$ cat src/design/pcc_consts.svh
`ifndef PCC_CONSTS_SVH
`define PCC_CONSTS_SVH

// Width of the count and of the preset data.
`define PCC_COUNT_W 4
// Count value after any clear or system reset.
`define PCC_COUNT_RST 4'h0
// Increment applied on each counting step.
`define PCC_COUNT_STEP 4'h1
// Terminal count of the binary sequence.
`define PCC_TERM_BIN 4'hF
// Terminal count of the decade sequence.
`define PCC_TERM_DEC 4'h9
// Number of input pins watched for edges.
`define PCC_WATCH_W 5

`endif

$ cat src/design/pcc_pkg.sv
`include "pcc_consts.svh"
`default_nettype none

package pcc_pkg;

  // Control inputs sampled together on each system clock.
  typedef struct packed {
    logic mclr_n;
    logic load_n;
    logic en_par;
    logic en_trk;
    logic [`PCC_COUNT_W-1:0] preset;
  } pcc_ctrl_t;

  // Last operation taken by the counter.
  typedef enum logic [2:0] {
    PCC_OP_IDLE,
    PCC_OP_CLEAR,
    PCC_OP_LOAD,
    PCC_OP_COUNT,
    PCC_OP_HOLD
  } pcc_op_t;

  // Pins whose edges are tracked, in bit order high to low.
  typedef struct packed {
    logic clk;
    logic en_par;
    logic en_trk;
    logic load_n;
    logic mclr_n;
  } pcc_watch_t;

  // Whole state of the counter.
  typedef struct packed {
    logic [`PCC_COUNT_W-1:0] count;
    pcc_op_t op;
    logic warn;
  } pcc_state_t;

  // Whole state of the edge tracker.
  typedef struct packed {
    logic [`PCC_WATCH_W-1:0] prev;
    logic primed;
  } pcc_edge_state_t;

endpackage

`default_nettype wire

$ cat src/design/pcc_counter.sv
`include "pcc_consts.svh"
`default_nettype none

module pcc_counter #(
  parameter bit ASYNC_CLEAR = 1'b1,
  parameter bit DECADE = 1'b0
) (
  input wire logic MCLK,
  input wire logic SYS_RST,
  input wire logic COUNT_CLOCK,
  input wire logic MASTER_CLEAR_N,
  input wire logic PARALLEL_LOAD_N,
  input wire logic COUNT_ENABLE_PARALLEL,
  input wire logic COUNT_ENABLE_TRICKLE,
  input wire logic [`PCC_COUNT_W-1:0] PRESET_INPUTS,
  output logic [`PCC_COUNT_W-1:0] COUNT_OUTPUTS,
  output logic RIPPLE_CARRY_OUT,
  output pcc_pkg::pcc_op_t LAST_OP,
  output logic ORDER_WARN
);

  // Terminal value of the selected sequence.
  function automatic logic is_terminal(
    input logic [`PCC_COUNT_W-1:0] value
  );
    logic [`PCC_COUNT_W-1:0] term;
    term = DECADE ? `PCC_TERM_DEC : `PCC_TERM_BIN;
    return value == term;
  endfunction

  // Next value of one counting step.
  function automatic logic [`PCC_COUNT_W-1:0] next_count(
    input logic [`PCC_COUNT_W-1:0] value
  );
    logic [`PCC_COUNT_W-1:0] nxt;
    nxt = value + `PCC_COUNT_STEP;
    // Illegal decade values above nine go straight back to zero, so one
    // step is always enough to rejoin the sequence.
    if (DECADE && (value >= `PCC_TERM_DEC)) begin
      nxt = `PCC_COUNT_RST;
    end
    return nxt;
  endfunction

  pcc_pkg::pcc_ctrl_t ctl;
  pcc_pkg::pcc_watch_t watch;
  pcc_pkg::pcc_watch_t rise;
  pcc_pkg::pcc_watch_t fall;
  pcc_pkg::pcc_state_t st_q;
  pcc_pkg::pcc_state_t st_d;
  logic clear_now;
  logic [`PCC_COUNT_W-1:0] count_vis;
  logic late_enable_drop;
  logic late_load_release;
  logic late_clear_release;

  assign ctl.mclr_n = MASTER_CLEAR_N;
  assign ctl.load_n = PARALLEL_LOAD_N;
  assign ctl.en_par = COUNT_ENABLE_PARALLEL;
  assign ctl.en_trk = COUNT_ENABLE_TRICKLE;
  assign ctl.preset = PRESET_INPUTS;

  assign watch.clk = COUNT_CLOCK;
  assign watch.en_par = COUNT_ENABLE_PARALLEL;
  assign watch.en_trk = COUNT_ENABLE_TRICKLE;
  assign watch.load_n = PARALLEL_LOAD_N;
  assign watch.mclr_n = MASTER_CLEAR_N;

  // The count clock is a pin sampled by the system clock; its rising edge
  // becomes a one-cycle enable, so it must stay at or below half the MCLK rate.
  pcc_edge_track u_edges (
    .clk(MCLK),
    .rst(SYS_RST),
    .level(watch),
    .rise(rise),
    .fall(fall)
  );

  // Clear that acts without waiting for a count clock edge.
  assign clear_now = ASYNC_CLEAR && !ctl.mclr_n;

  // Changes of the driving logic that happen while the count clock is low.
  // They do not alter the count; they are reported for the system to see.
  assign late_enable_drop = (fall.en_par || fall.en_trk) &&
                            !COUNT_CLOCK;
  assign late_load_release = rise.load_n && !COUNT_CLOCK;
  assign late_clear_release = !ASYNC_CLEAR && rise.mclr_n &&
                              !COUNT_CLOCK;

  always_comb begin
    st_d = st_q;
    st_d.warn = late_enable_drop || late_load_release ||
                late_clear_release;
    if (clear_now) begin
      // Held at zero every cycle the clear stays low, edge or not.
      st_d.count = `PCC_COUNT_RST;
      st_d.op = pcc_pkg::PCC_OP_CLEAR;
    end else if (rise.clk) begin
      if (!ctl.mclr_n) begin
        st_d.count = `PCC_COUNT_RST;
        st_d.op = pcc_pkg::PCC_OP_CLEAR;
      end else if (!ctl.load_n) begin
        st_d.count = ctl.preset;
        st_d.op = pcc_pkg::PCC_OP_LOAD;
      end else if (ctl.en_par && ctl.en_trk) begin
        st_d.count = next_count(st_q.count);
        st_d.op = pcc_pkg::PCC_OP_COUNT;
      end else begin
        st_d.op = pcc_pkg::PCC_OP_HOLD;
      end
    end
  end

  always_ff @(posedge MCLK) begin
    if (SYS_RST) begin
      st_q.count <= `PCC_COUNT_RST;
      st_q.op <= pcc_pkg::PCC_OP_IDLE;
      st_q.warn <= 1'b0;
    end else begin
      st_q <= st_d;
    end
  end

  // The asynchronous clear must be seen on the pins in the same cycle, so
  // the registered count is masked rather than waiting for the next edge.
  assign count_vis = clear_now ? `PCC_COUNT_RST : st_q.count;
  assign COUNT_OUTPUTS = count_vis;

  // Look-ahead carry: a next stage joined here counts on the same edge.
  assign RIPPLE_CARRY_OUT = ctl.en_trk &&
                            is_terminal(count_vis);
  assign LAST_OP = st_q.op;
  assign ORDER_WARN = st_q.warn;

endmodule // pcc_counter

`default_nettype wire

$ cat src/design/pcc_edge_track.sv
`include "pcc_consts.svh"
`default_nettype none

module pcc_edge_track (
  input wire logic clk,
  input wire logic rst,
  input wire pcc_pkg::pcc_watch_t level,
  output pcc_pkg::pcc_watch_t rise,
  output pcc_pkg::pcc_watch_t fall
);

  pcc_pkg::pcc_edge_state_t st_q;
  pcc_pkg::pcc_edge_state_t st_d;

  always_comb begin
    st_d = st_q;
    st_d.prev = level;
    st_d.primed = 1'b1;
  end

  always_ff @(posedge clk) begin
    if (rst) begin
      st_q <= '0;
    end else begin
      st_q <= st_d;
    end
  end

  // No edge is reported until one sample has been taken, so a pin that is
  // already high when reset is released is not mistaken for a rising edge.
  assign rise = st_q.primed ? (level & ~st_q.prev) : '0;
  assign fall = st_q.primed ? (~level & st_q.prev) : '0;

endmodule // pcc_edge_track

`default_nettype wire

$ cat config.mk
export PLATFORM = sky130hd
export DESIGN_NAME = pcc_counter
export DESIGN_NICKNAME = d
export VERILOG_FILES = /design/src/design/pcc_pkg.sv /design/src/design/pcc_counter.sv /design/src/design/pcc_edge_track.sv
export VERILOG_INCLUDE_DIRS = /design/src /design/src/design
export SDC_FILE = /design/constraint.sdc
export NUM_CORES = 1
export LEC_CHECK = 0
export BUFFER_PORTS_ARGS = -buffer_cell sky130_fd_sc_hd__buf_2
export CORE_MARGIN = 5
export CORE_UTILIZATION = 30
export DETAILED_ROUTE_END_ITERATION = 8
export SLEW_MARGIN = 15
export SYNTH_ARGS = -nofsm -noshare
export SYNTH_HDL_FRONTEND = slang
export SYNTH_SLANG_ARGS = --single-unit
$ cat constraint.sdc
create_clock -name MCLK -period 2.42 [get_ports MCLK]
set_input_delay 0.363 -clock MCLK [delete_from_list [all_inputs] [get_ports MCLK]]
set_output_delay 0.363 -clock MCLK [all_outputs]
set_load 0.01 [all_outputs]
# After elaboration in Yosys (flattened, before gate mapping)
# Index checks and enable logic that the tools add are counted.
[word_totals] regBits=14 input_bits=11 output_inout_bits=9 word_cells=33
[op_classes] add_sub_neg=1 n_eq_ne=3 n_mux=9 bitwise_logic=5 reduce_logical=9
[op_table] cell="4-bit two-way mux" count=3
[op_table] cell="7-bit two-way mux" count=1
[op_table] cell="5-bit AND" count=1
[op_table] cell="5-bit two-way mux" count=1
[op_table] cell="5-bit inverter" count=1
[op_table] cell="4-bit by 1-bit adder with 4-bit output (second input constant)" count=1
[op_table] cell="4-bit AND" count=1
[op_table] cell="4-bit equality test (second input constant)" count=1
[op_table] cell="1-bit logical AND" count=4
[op_table] cell="2-bit by 1-bit inequality test with 1-bit output (second input constant)" count=2
[op_table] cell="4-bit inverter" count=1
[op_table] cell="1-bit two-way mux" count=3
[op_table] cell="3-bit two-way mux" count=1
[op_table] cell="1-bit logical OR" count=2
[op_table] cell="2-bit AND reduction" count=1
[op_table] cell="2-bit OR reduction" count=1
[op_table] cell="1-bit logical NOT" count=1
[op_table] cell="1-bit inverter" count=1

# Depth between registers and ports, before layout
# Gate-level depths: netlist of run 1.
[depth] depth_word=6 ltp_mapped=4 mapped_depth_nobuf=4

# By module
# A second synthesis of run 1 with hierarchy kept.
[unflattened] cells_unflattened=75 area_unflattened_um2=718.2
[by_module_without_submodules] module="pcc_counter" instances=1 cells_per_inst=53 area_per_inst_um2=474.2 seq_area_each_um2=160.2
[by_module_without_submodules] module="pcc_edge_track" instances=1 cells_per_inst=22 area_per_inst_um2=244.0 seq_area_each_um2=120.1

# Worst setup path before layout of run 1
# OpenSTA, ideal clock, no wires.
[synth_timing] path_kind="input to output" start="input port MASTER_CLEAR_N" end="output port RIPPLE_CARRY_OUT" arrival_ns=0.761 t_required_ns=2.057 setup_slack_ns=1.296 stages=3 n_path_buf=0 cell_sequence="and2_1 > nand2_1 > nor2_1"
[synth_via] elab_chain_cells=3
[synth_rtl] element="start: declaration" line_no="pcc_counter.sv:11" source="input wire logic MASTER_CLEAR_N,"
[synth_rtl] element="4-bit two-way mux" line_no="pcc_counter.sv:126" source="assign count_vis = clear_now ? `PCC_COUNT_RST : st_q.count;"
[synth_rtl] element="4-bit equality test" line_no="pcc_counter.sv:28" source="return value == term;"
[synth_rtl] element="1-bit logical AND" line_no="pcc_counter.sv:130" source="assign RIPPLE_CARRY_OUT = ctl.en_trk &&"
[synth_rtl] element="end: declaration" line_no="pcc_counter.sv:17" source="output logic RIPPLE_CARRY_OUT,"
# No other way between the ends.

# Worst setup path in the final report of run 1
[layout_timing] start="register st_q[4] in the netlist's numbering" end="output port RIPPLE_CARRY_OUT"
[layout_via] elab_chain_cells=3
[layout_rtl] element="start: declaration" line_no="pcc_counter.sv:49" source="pcc_pkg::pcc_state_t st_q;"
[layout_rtl] element="start signal: assignment" line_no="pcc_counter.sv:120" source="st_q <= st_d;"
[layout_rtl] element="4-bit two-way mux" line_no="pcc_counter.sv:126"
[layout_rtl] element="4-bit equality test" line_no="pcc_counter.sv:28"
[layout_rtl] element="1-bit logical AND" line_no="pcc_counter.sv:130"
# No other way between the ends.

==> results of run 1 <==
==> worst reg2reg max path, delay by kind of cell, from the launching register on <==
family / cells / cell delay, ps
and+or+nand+nor: 1 / 240
AOI/OAI and AO/OA: 2 / 480
DFF: 1 / 310
==> cell usage in the layout, fill, tap and decap left out <==
cell type,count
and2_1,4
o31a_1,1
a31oi_1,1
dfxtp_1,13
nand2_1,6
a222oi_1,1
a311oi_2,1
clkbuf_4,3
o221a_1,1
mux2i_1,1
clkbuf_1,1
inv_4,1
a2bb2oi_1,1
nor4b_1,1
o21ai_0,2
ha_1,1
nor2_1,4
a21boi_1,1
a21bo_4,1
o32ai_2,1
nand4_1,1
o311ai_1,1
nor2b_1,2
nand3b_1,1
inv_1,5
a211oi_1,2
nand2b_2,1
nand3_1,1
buf_2,19
nor2b_2,1
a21oi_1,3
nand2_4,1
and3b_1,1
o31ai_1,1
==> kinds of logic after synthesis <==
group                    count (synthesis)
flip-flops                              13
AO/OA/AOI/OAI                           18
multiplexers                             1
AND/OR/NAND/NOR                         24
adder cells (fa/ha/maj)                  1
buffers and inverters                   11
==> cells in the mapped netlist, types with 2 or more instances <==
library cell | count | area share [%]
dfxtp_1 | 13 | 40
nand2_1 | 6 | 3.5
inv_1 | 5 | 2.9
and2_1 | 4 | 3.9
buf_4 | 4 | 4.7
nor2_1 | 4 | 2.3
a21oi_1 | 3 | 2.3
a211oi_1 | 2 | 2.3
nor2b_1 | 2 | 1.9
o21ai_0 | 2 | 1.6
==> per-stage QoR <==
stage          utilization, %  hold WS (ps)  cells  instance area, sq um
6_report                 37.9           273    113                   759
5_1_grt                  37.9           281    113                   759
4_1_cts                  37.9           268    113                   759
3_5_place_dp             36.6           455    109                   733
3_3_place_gp             36.6           448    109                   733
2_1_floorplan               -           430     68                   646
==> sequential cells by signal, indices dropped and copies added (netlist names) <==
name / flops
st_q: 4
u_edges.st_q: 5
ORDER_WARN: 1
LAST_OP: 3
==> final timing paths <==
path | start | slack [ps] | to | cells after the start
max | st_q[4] | 1000 | RIPPLE_CARRY_OUT | 3
min | COUNT_CLOCK | 270 | ORDER_WARN | 2
max reg2reg | u_edges.st_q[5] | 1260 | st_q[7] | 3
min reg2reg | LAST_OP[1] | 460 | LAST_OP[1] | 2
==> where the power goes <==
| group | internal [mW] | switching (mW) |
|---|---|---|
| clock network | 0.0640 | 0.0740 |
| logic | 0.0225 | 0.0308 |
| registers | 0.222 | 0.00339 |
==> metal layers <==
layer | up-vias | part of all wire, % | global-route usage (%)
met2 | 16 | 48 | 15.9
li1 | 275 | - | -
met3 | 3 | 7.5 | 2.98
met1 | 250 | 43 | 11.8
met4 | 0 | 1.5 | 7.12
met5 | - | 0 | 0
==> cell type report <==
cell class                 count  area share, %
clock buffer                   4           3.46
inverter                       6           3.29
timing repair buffer          19           12.5
multi-input combinational     44           42.0
sequential                    13           34.3
tap                           27           4.45
==> qor.csv, run 1 <==
metric,value,unit
routability cong.,0.805,
initial cell density of the core,32.2,%
status,"finished, final reports clean",
drt drc,0,
mux cell area share after synthesis,1.55,%
Worst Setup Start Kind,flip-flop,
Mapped Cells,68,
post-synthesis compound-gate area fraction,24.2,%
antenna-violating nets left,0,
first-pass GRT wire length,2500,microns
"Async S/R FF share, synth",0,%
height of the die,56.4,microns
Cell variety after synth,33,
Clock Tree Buf Depth,2,
Worst-Skew Late Latency,280,ps
Clock Tree Root,clkbuf_4,
Avg Synthesized Cell Area,9.49,sq um
Final Skew,0.720,ps
leakage,0.344,nW
CP max stage cell,dfxtp_1,
Worst VDD drop,233,uV
Global Route Usage Sum,10.2,%
Post-CTS Resized,0,
RSZ-0062 raised after global routing,no,
CTS buffer count,3,
Synth Area in Simple Gates,21.7,%
Yosys Warn Count,0,
Die ar.,0.00318,sq mm
die width,56.4,microns
relative slew slack,78.8,%
cts hold-fix bufs,0,
XOR/XNOR Fraction of Synth Area,0,%
H-tree levels,1,
TNS Setup,0,ps
pre-CTS setup slack,1120,ps
final worst slack,1000,ps
Worst Hold Class,input port to flip-flop,
main combinational cell family by area after synthesis,compound AO/OA/AOI/OAI gates,
"EDFF count, synth",0,
Critical Path AT,1060,ps
fin nets,99,
register area,260,sq um
Synth Cell Area,646,sq um
crit path buf inv count,1,
Worst Setup End Kind,primary output,
peak fanout along the critical path,5,
"Seq/Total Area, Yosys",40.3,%
core area,0.00200,sq mm
final setup violation count,0,
Multi-input gate area,319,sq um
largest net degree at the start of global routing,12,
CP Cell Sequence,nand3_1 > nor2_1 > buf_2,
via total after detailed routing,544,
Worst-path clk slew,80,ps
# Post-CTS Setup Buffers,0,
slew at the pin closest to its max-slew limit,317,ps
max-slew violations,0,
vias in the first global route,541,
aggregate routed wire length,1410,microns
synthesis-stage register bit count,13,
period utilization,58.7,%
max cap viols,0,
max incr delay on CP,390,ps
routed vias/inst,4.81,
Final Hold Fails,0,
IO buf count,19,
DRT iter0 DRCs,7,
Layout area overhead,17.6,%
pwr dens,549,mW/mm^2
ant diodes,0,
Critical Path RT,2060,ps
DR WL/cell,12.5,microns
top_reg_cell synth,dfxtp_1,
GRT Residual Overflow,0,
Top Family by Delay on Critical Path,flip-flops,
initial antenna violation count,0,
Crit Path Category,flip-flop to primary output,
# clock sinks,13,
area share of fa/ha/maj cells after synthesis,1.94,%
drt first pass iters,4,
Total Power Consumption,417,uW
num ports,20,
CTS tree,yes,
Final HPWL DP,1090,microns
share of layout cells above drive strength 1,33.7,%
Post-Syn Nets,80,
Final min period,1420,ps
# fillers,228,
fmax,704,MHz
Rows,16,
No activity file was read; power rests on OpenSTA's default activity.
==> run 2, diff against run 1 <==
==> constraint.sdc (replaced) <==
create_clock -name MCLK -period 1.17 [get_ports MCLK]
set_input_delay 0.1755 -clock MCLK [delete_from_list [all_inputs] [get_ports MCLK]]
set_output_delay 0.1755 -clock MCLK [all_outputs]
set_load 0.01 [all_outputs]
==> run 2 against run 1 <==
  * The run now ends with negative setup slack left
  * Clock power up 110%
  * Setup slack got worse by 1000 ps
  * Non-clock buffer count increased by 8
  * Sequential power increased by 110%
  * Worst hold slack got worse by 190 ps
  * Global-route usage increased by 0.62 points
  * Design area increased by 12%
  * Wire length up 15%
  * Utilization is 4.6 points higher
  * Critical endpoint is now COUNT_OUTPUTS[0]
  * Largest power group unchanged
  * Highest routed layer unchanged
==> qor.csv, run 2 (synthesis gave the netlist of run 1 again) <==
metric,value,unit
vias in the first global route,566,
Layout area overhead,32.0,%
switching share of power,27.1,%
num ports,20,
Worst VDD drop,334,uV
initial antenna violation count,0,
"commonest non-fill, non-tap cell in the layout",buf_2,
Worst Setup End Kind,primary output,
fin nets,107,
# clock sinks,13,
reg2reg path depth,3,
CTS tree,yes,
CP Cell Sequence,buf_6 > and2_1 > buf_2,
routability cong.,0.859,
TNS Setup,-11.8,ps
Clock Tree Buf Depth,2,
share of layout cells above drive strength 1,50.0,%
failing checks,negative setup slack,
peak fanout along the critical path,3,
CP max stage cell,dfxtp_4,
Final Skew,3.96,ps
ant diodes,0,
RSZ-0062 raised after global routing,yes,
Crit Path Category,flip-flop to primary output,
max-slew violations,0,
Clk pwr share,33.3,%
via total after detailed routing,589,
Worst-Skew Late Latency,280,ps
"commonest non-fill, non-tap cells in the layout","buf_2 (19), dfxtp_1 (9), buf_4 (6), inv_1 (5), nand2_1 (5)",
Clock Tree Root,clkbuf_4,
Critical Path AT,1010,ps
Die ar.,0.00318,sq mm
cts hold-fix bufs,0,
H-tree levels,1,
hold wc startpoint,COUNT_CLOCK,
slew at the pin closest to its max-slew limit,291,ps
final setup violation count,2,
pwr dens,1040,mW/mm^2
first-pass GRT wire length,2680,microns
register area,268,sq um
core area,0.00200,sq mm
fmax,847,MHz
CTS buffer count,3,
die width,56.4,microns
largest net degree at the start of global routing,12,
Hold Path Depth,2,
final worst slack,-10.8,ps
status,"finished, violations left",
Worst Hold Class,input port to flip-flop,
Final Hold Slack,87.4,ps
height of the die,56.4,microns
most flop-heavy register,u_edges.st_q,
Largest register FFs,5,
aggregate routed wire length,1620,microns
Worst Setup Start Kind,flip-flop,
Crit Reg-Reg Startpoint,u_edges.st_q[5],
Int Power,645,uW
Critical Path RT,990,ps
Final HPWL DP,1160,microns
relative slew slack,80.6,%
GRT Residual Overflow,0,
IO buf count,19,
DRT iter0 DRCs,12,
net switching power,240,uW
period utilization,101,%
leakage,0.388,nW
drt drc,0,
max cap viols,0,
# fillers,211,
Rows,16,
drt first pass iters,4,
Final Hold Fails,0,
Global Route Usage Sum,10.8,%
antenna-violating nets left,0,
Worst-path clk slew,90,ps
sequential power share,52.5,%
routed vias/inst,4.87,
Final min period,1180,ps
Comb pwr share,14.2,%
DR WL/cell,13.4,microns
Multi-input gate area,337,sq um
CP startpoint,st_q[4],
initial cell density of the core,32.2,%
pre-CTS setup slack,44.1,ps
max incr delay on CP,370,ps
==> run 2: repair_timing <==
item	4_1_cts	5_1_grt
setup endpoints to repair	3	6
pin swaps	0	2
resized for setup	8	5
cloned	0	0
setup buffers	2	3
==> run 2: metal layers <==
metal,vias to the layer above,GRT usage [%],wire length (microns)
met2,20,16.9,729
met5,-,0,0
met1,271,12.9,785
met3,4,2.29,80
met4,0,7.80,29
li1,294,-,-
==> run 2: per-stage QoR <==
stage                     power (mW)  utilization (%)  cells  instance area (sq um)
final                          0.885             42.6    121                    852
after CTS                      0.876             40.8    118                    817
after global placement         0.591             37.8    112                    756
after global routing           0.908             42.6    121                    852
after floorplan                0.552                -     68                    646
after detailed placement       0.593             37.8    112                    756
==> run 2: cell type report <==
type	instances	area share, %
tap	27	3.96
clock buffer	4	3.08
sequential	13	31.4
inverter	6	2.94
timing repair buffer	27	19.1
multi-input combinational	44	39.5
==> run 2: path summary, 6_finish.rpt <==
path                                          to  slack (ps)
worst min-delay path                  ORDER_WARN          90
worst min register to register        LAST_OP[1]         470
worst max-delay path            COUNT_OUTPUTS[0]         -10
worst max register to register           st_q[6]          30
==> run 2: power by group through the flow <==
stage	logic [mW]	clock network [mW]	registers, mW
floorplan	0.0767	0	0.476
global placement	0.115	0	0.476
detailed placement	0.116	0	0.477
CTS	0.119	0.291	0.467
global route	0.137	0.304	0.467
finish	0.125	0.295	0.465
==> run 2: worst max-delay path, delay by kind of cell (launching register included) <==
kind	cells	cell delay [ps]
flops	1	370
buf+inv	2	240
simple gates	1	120
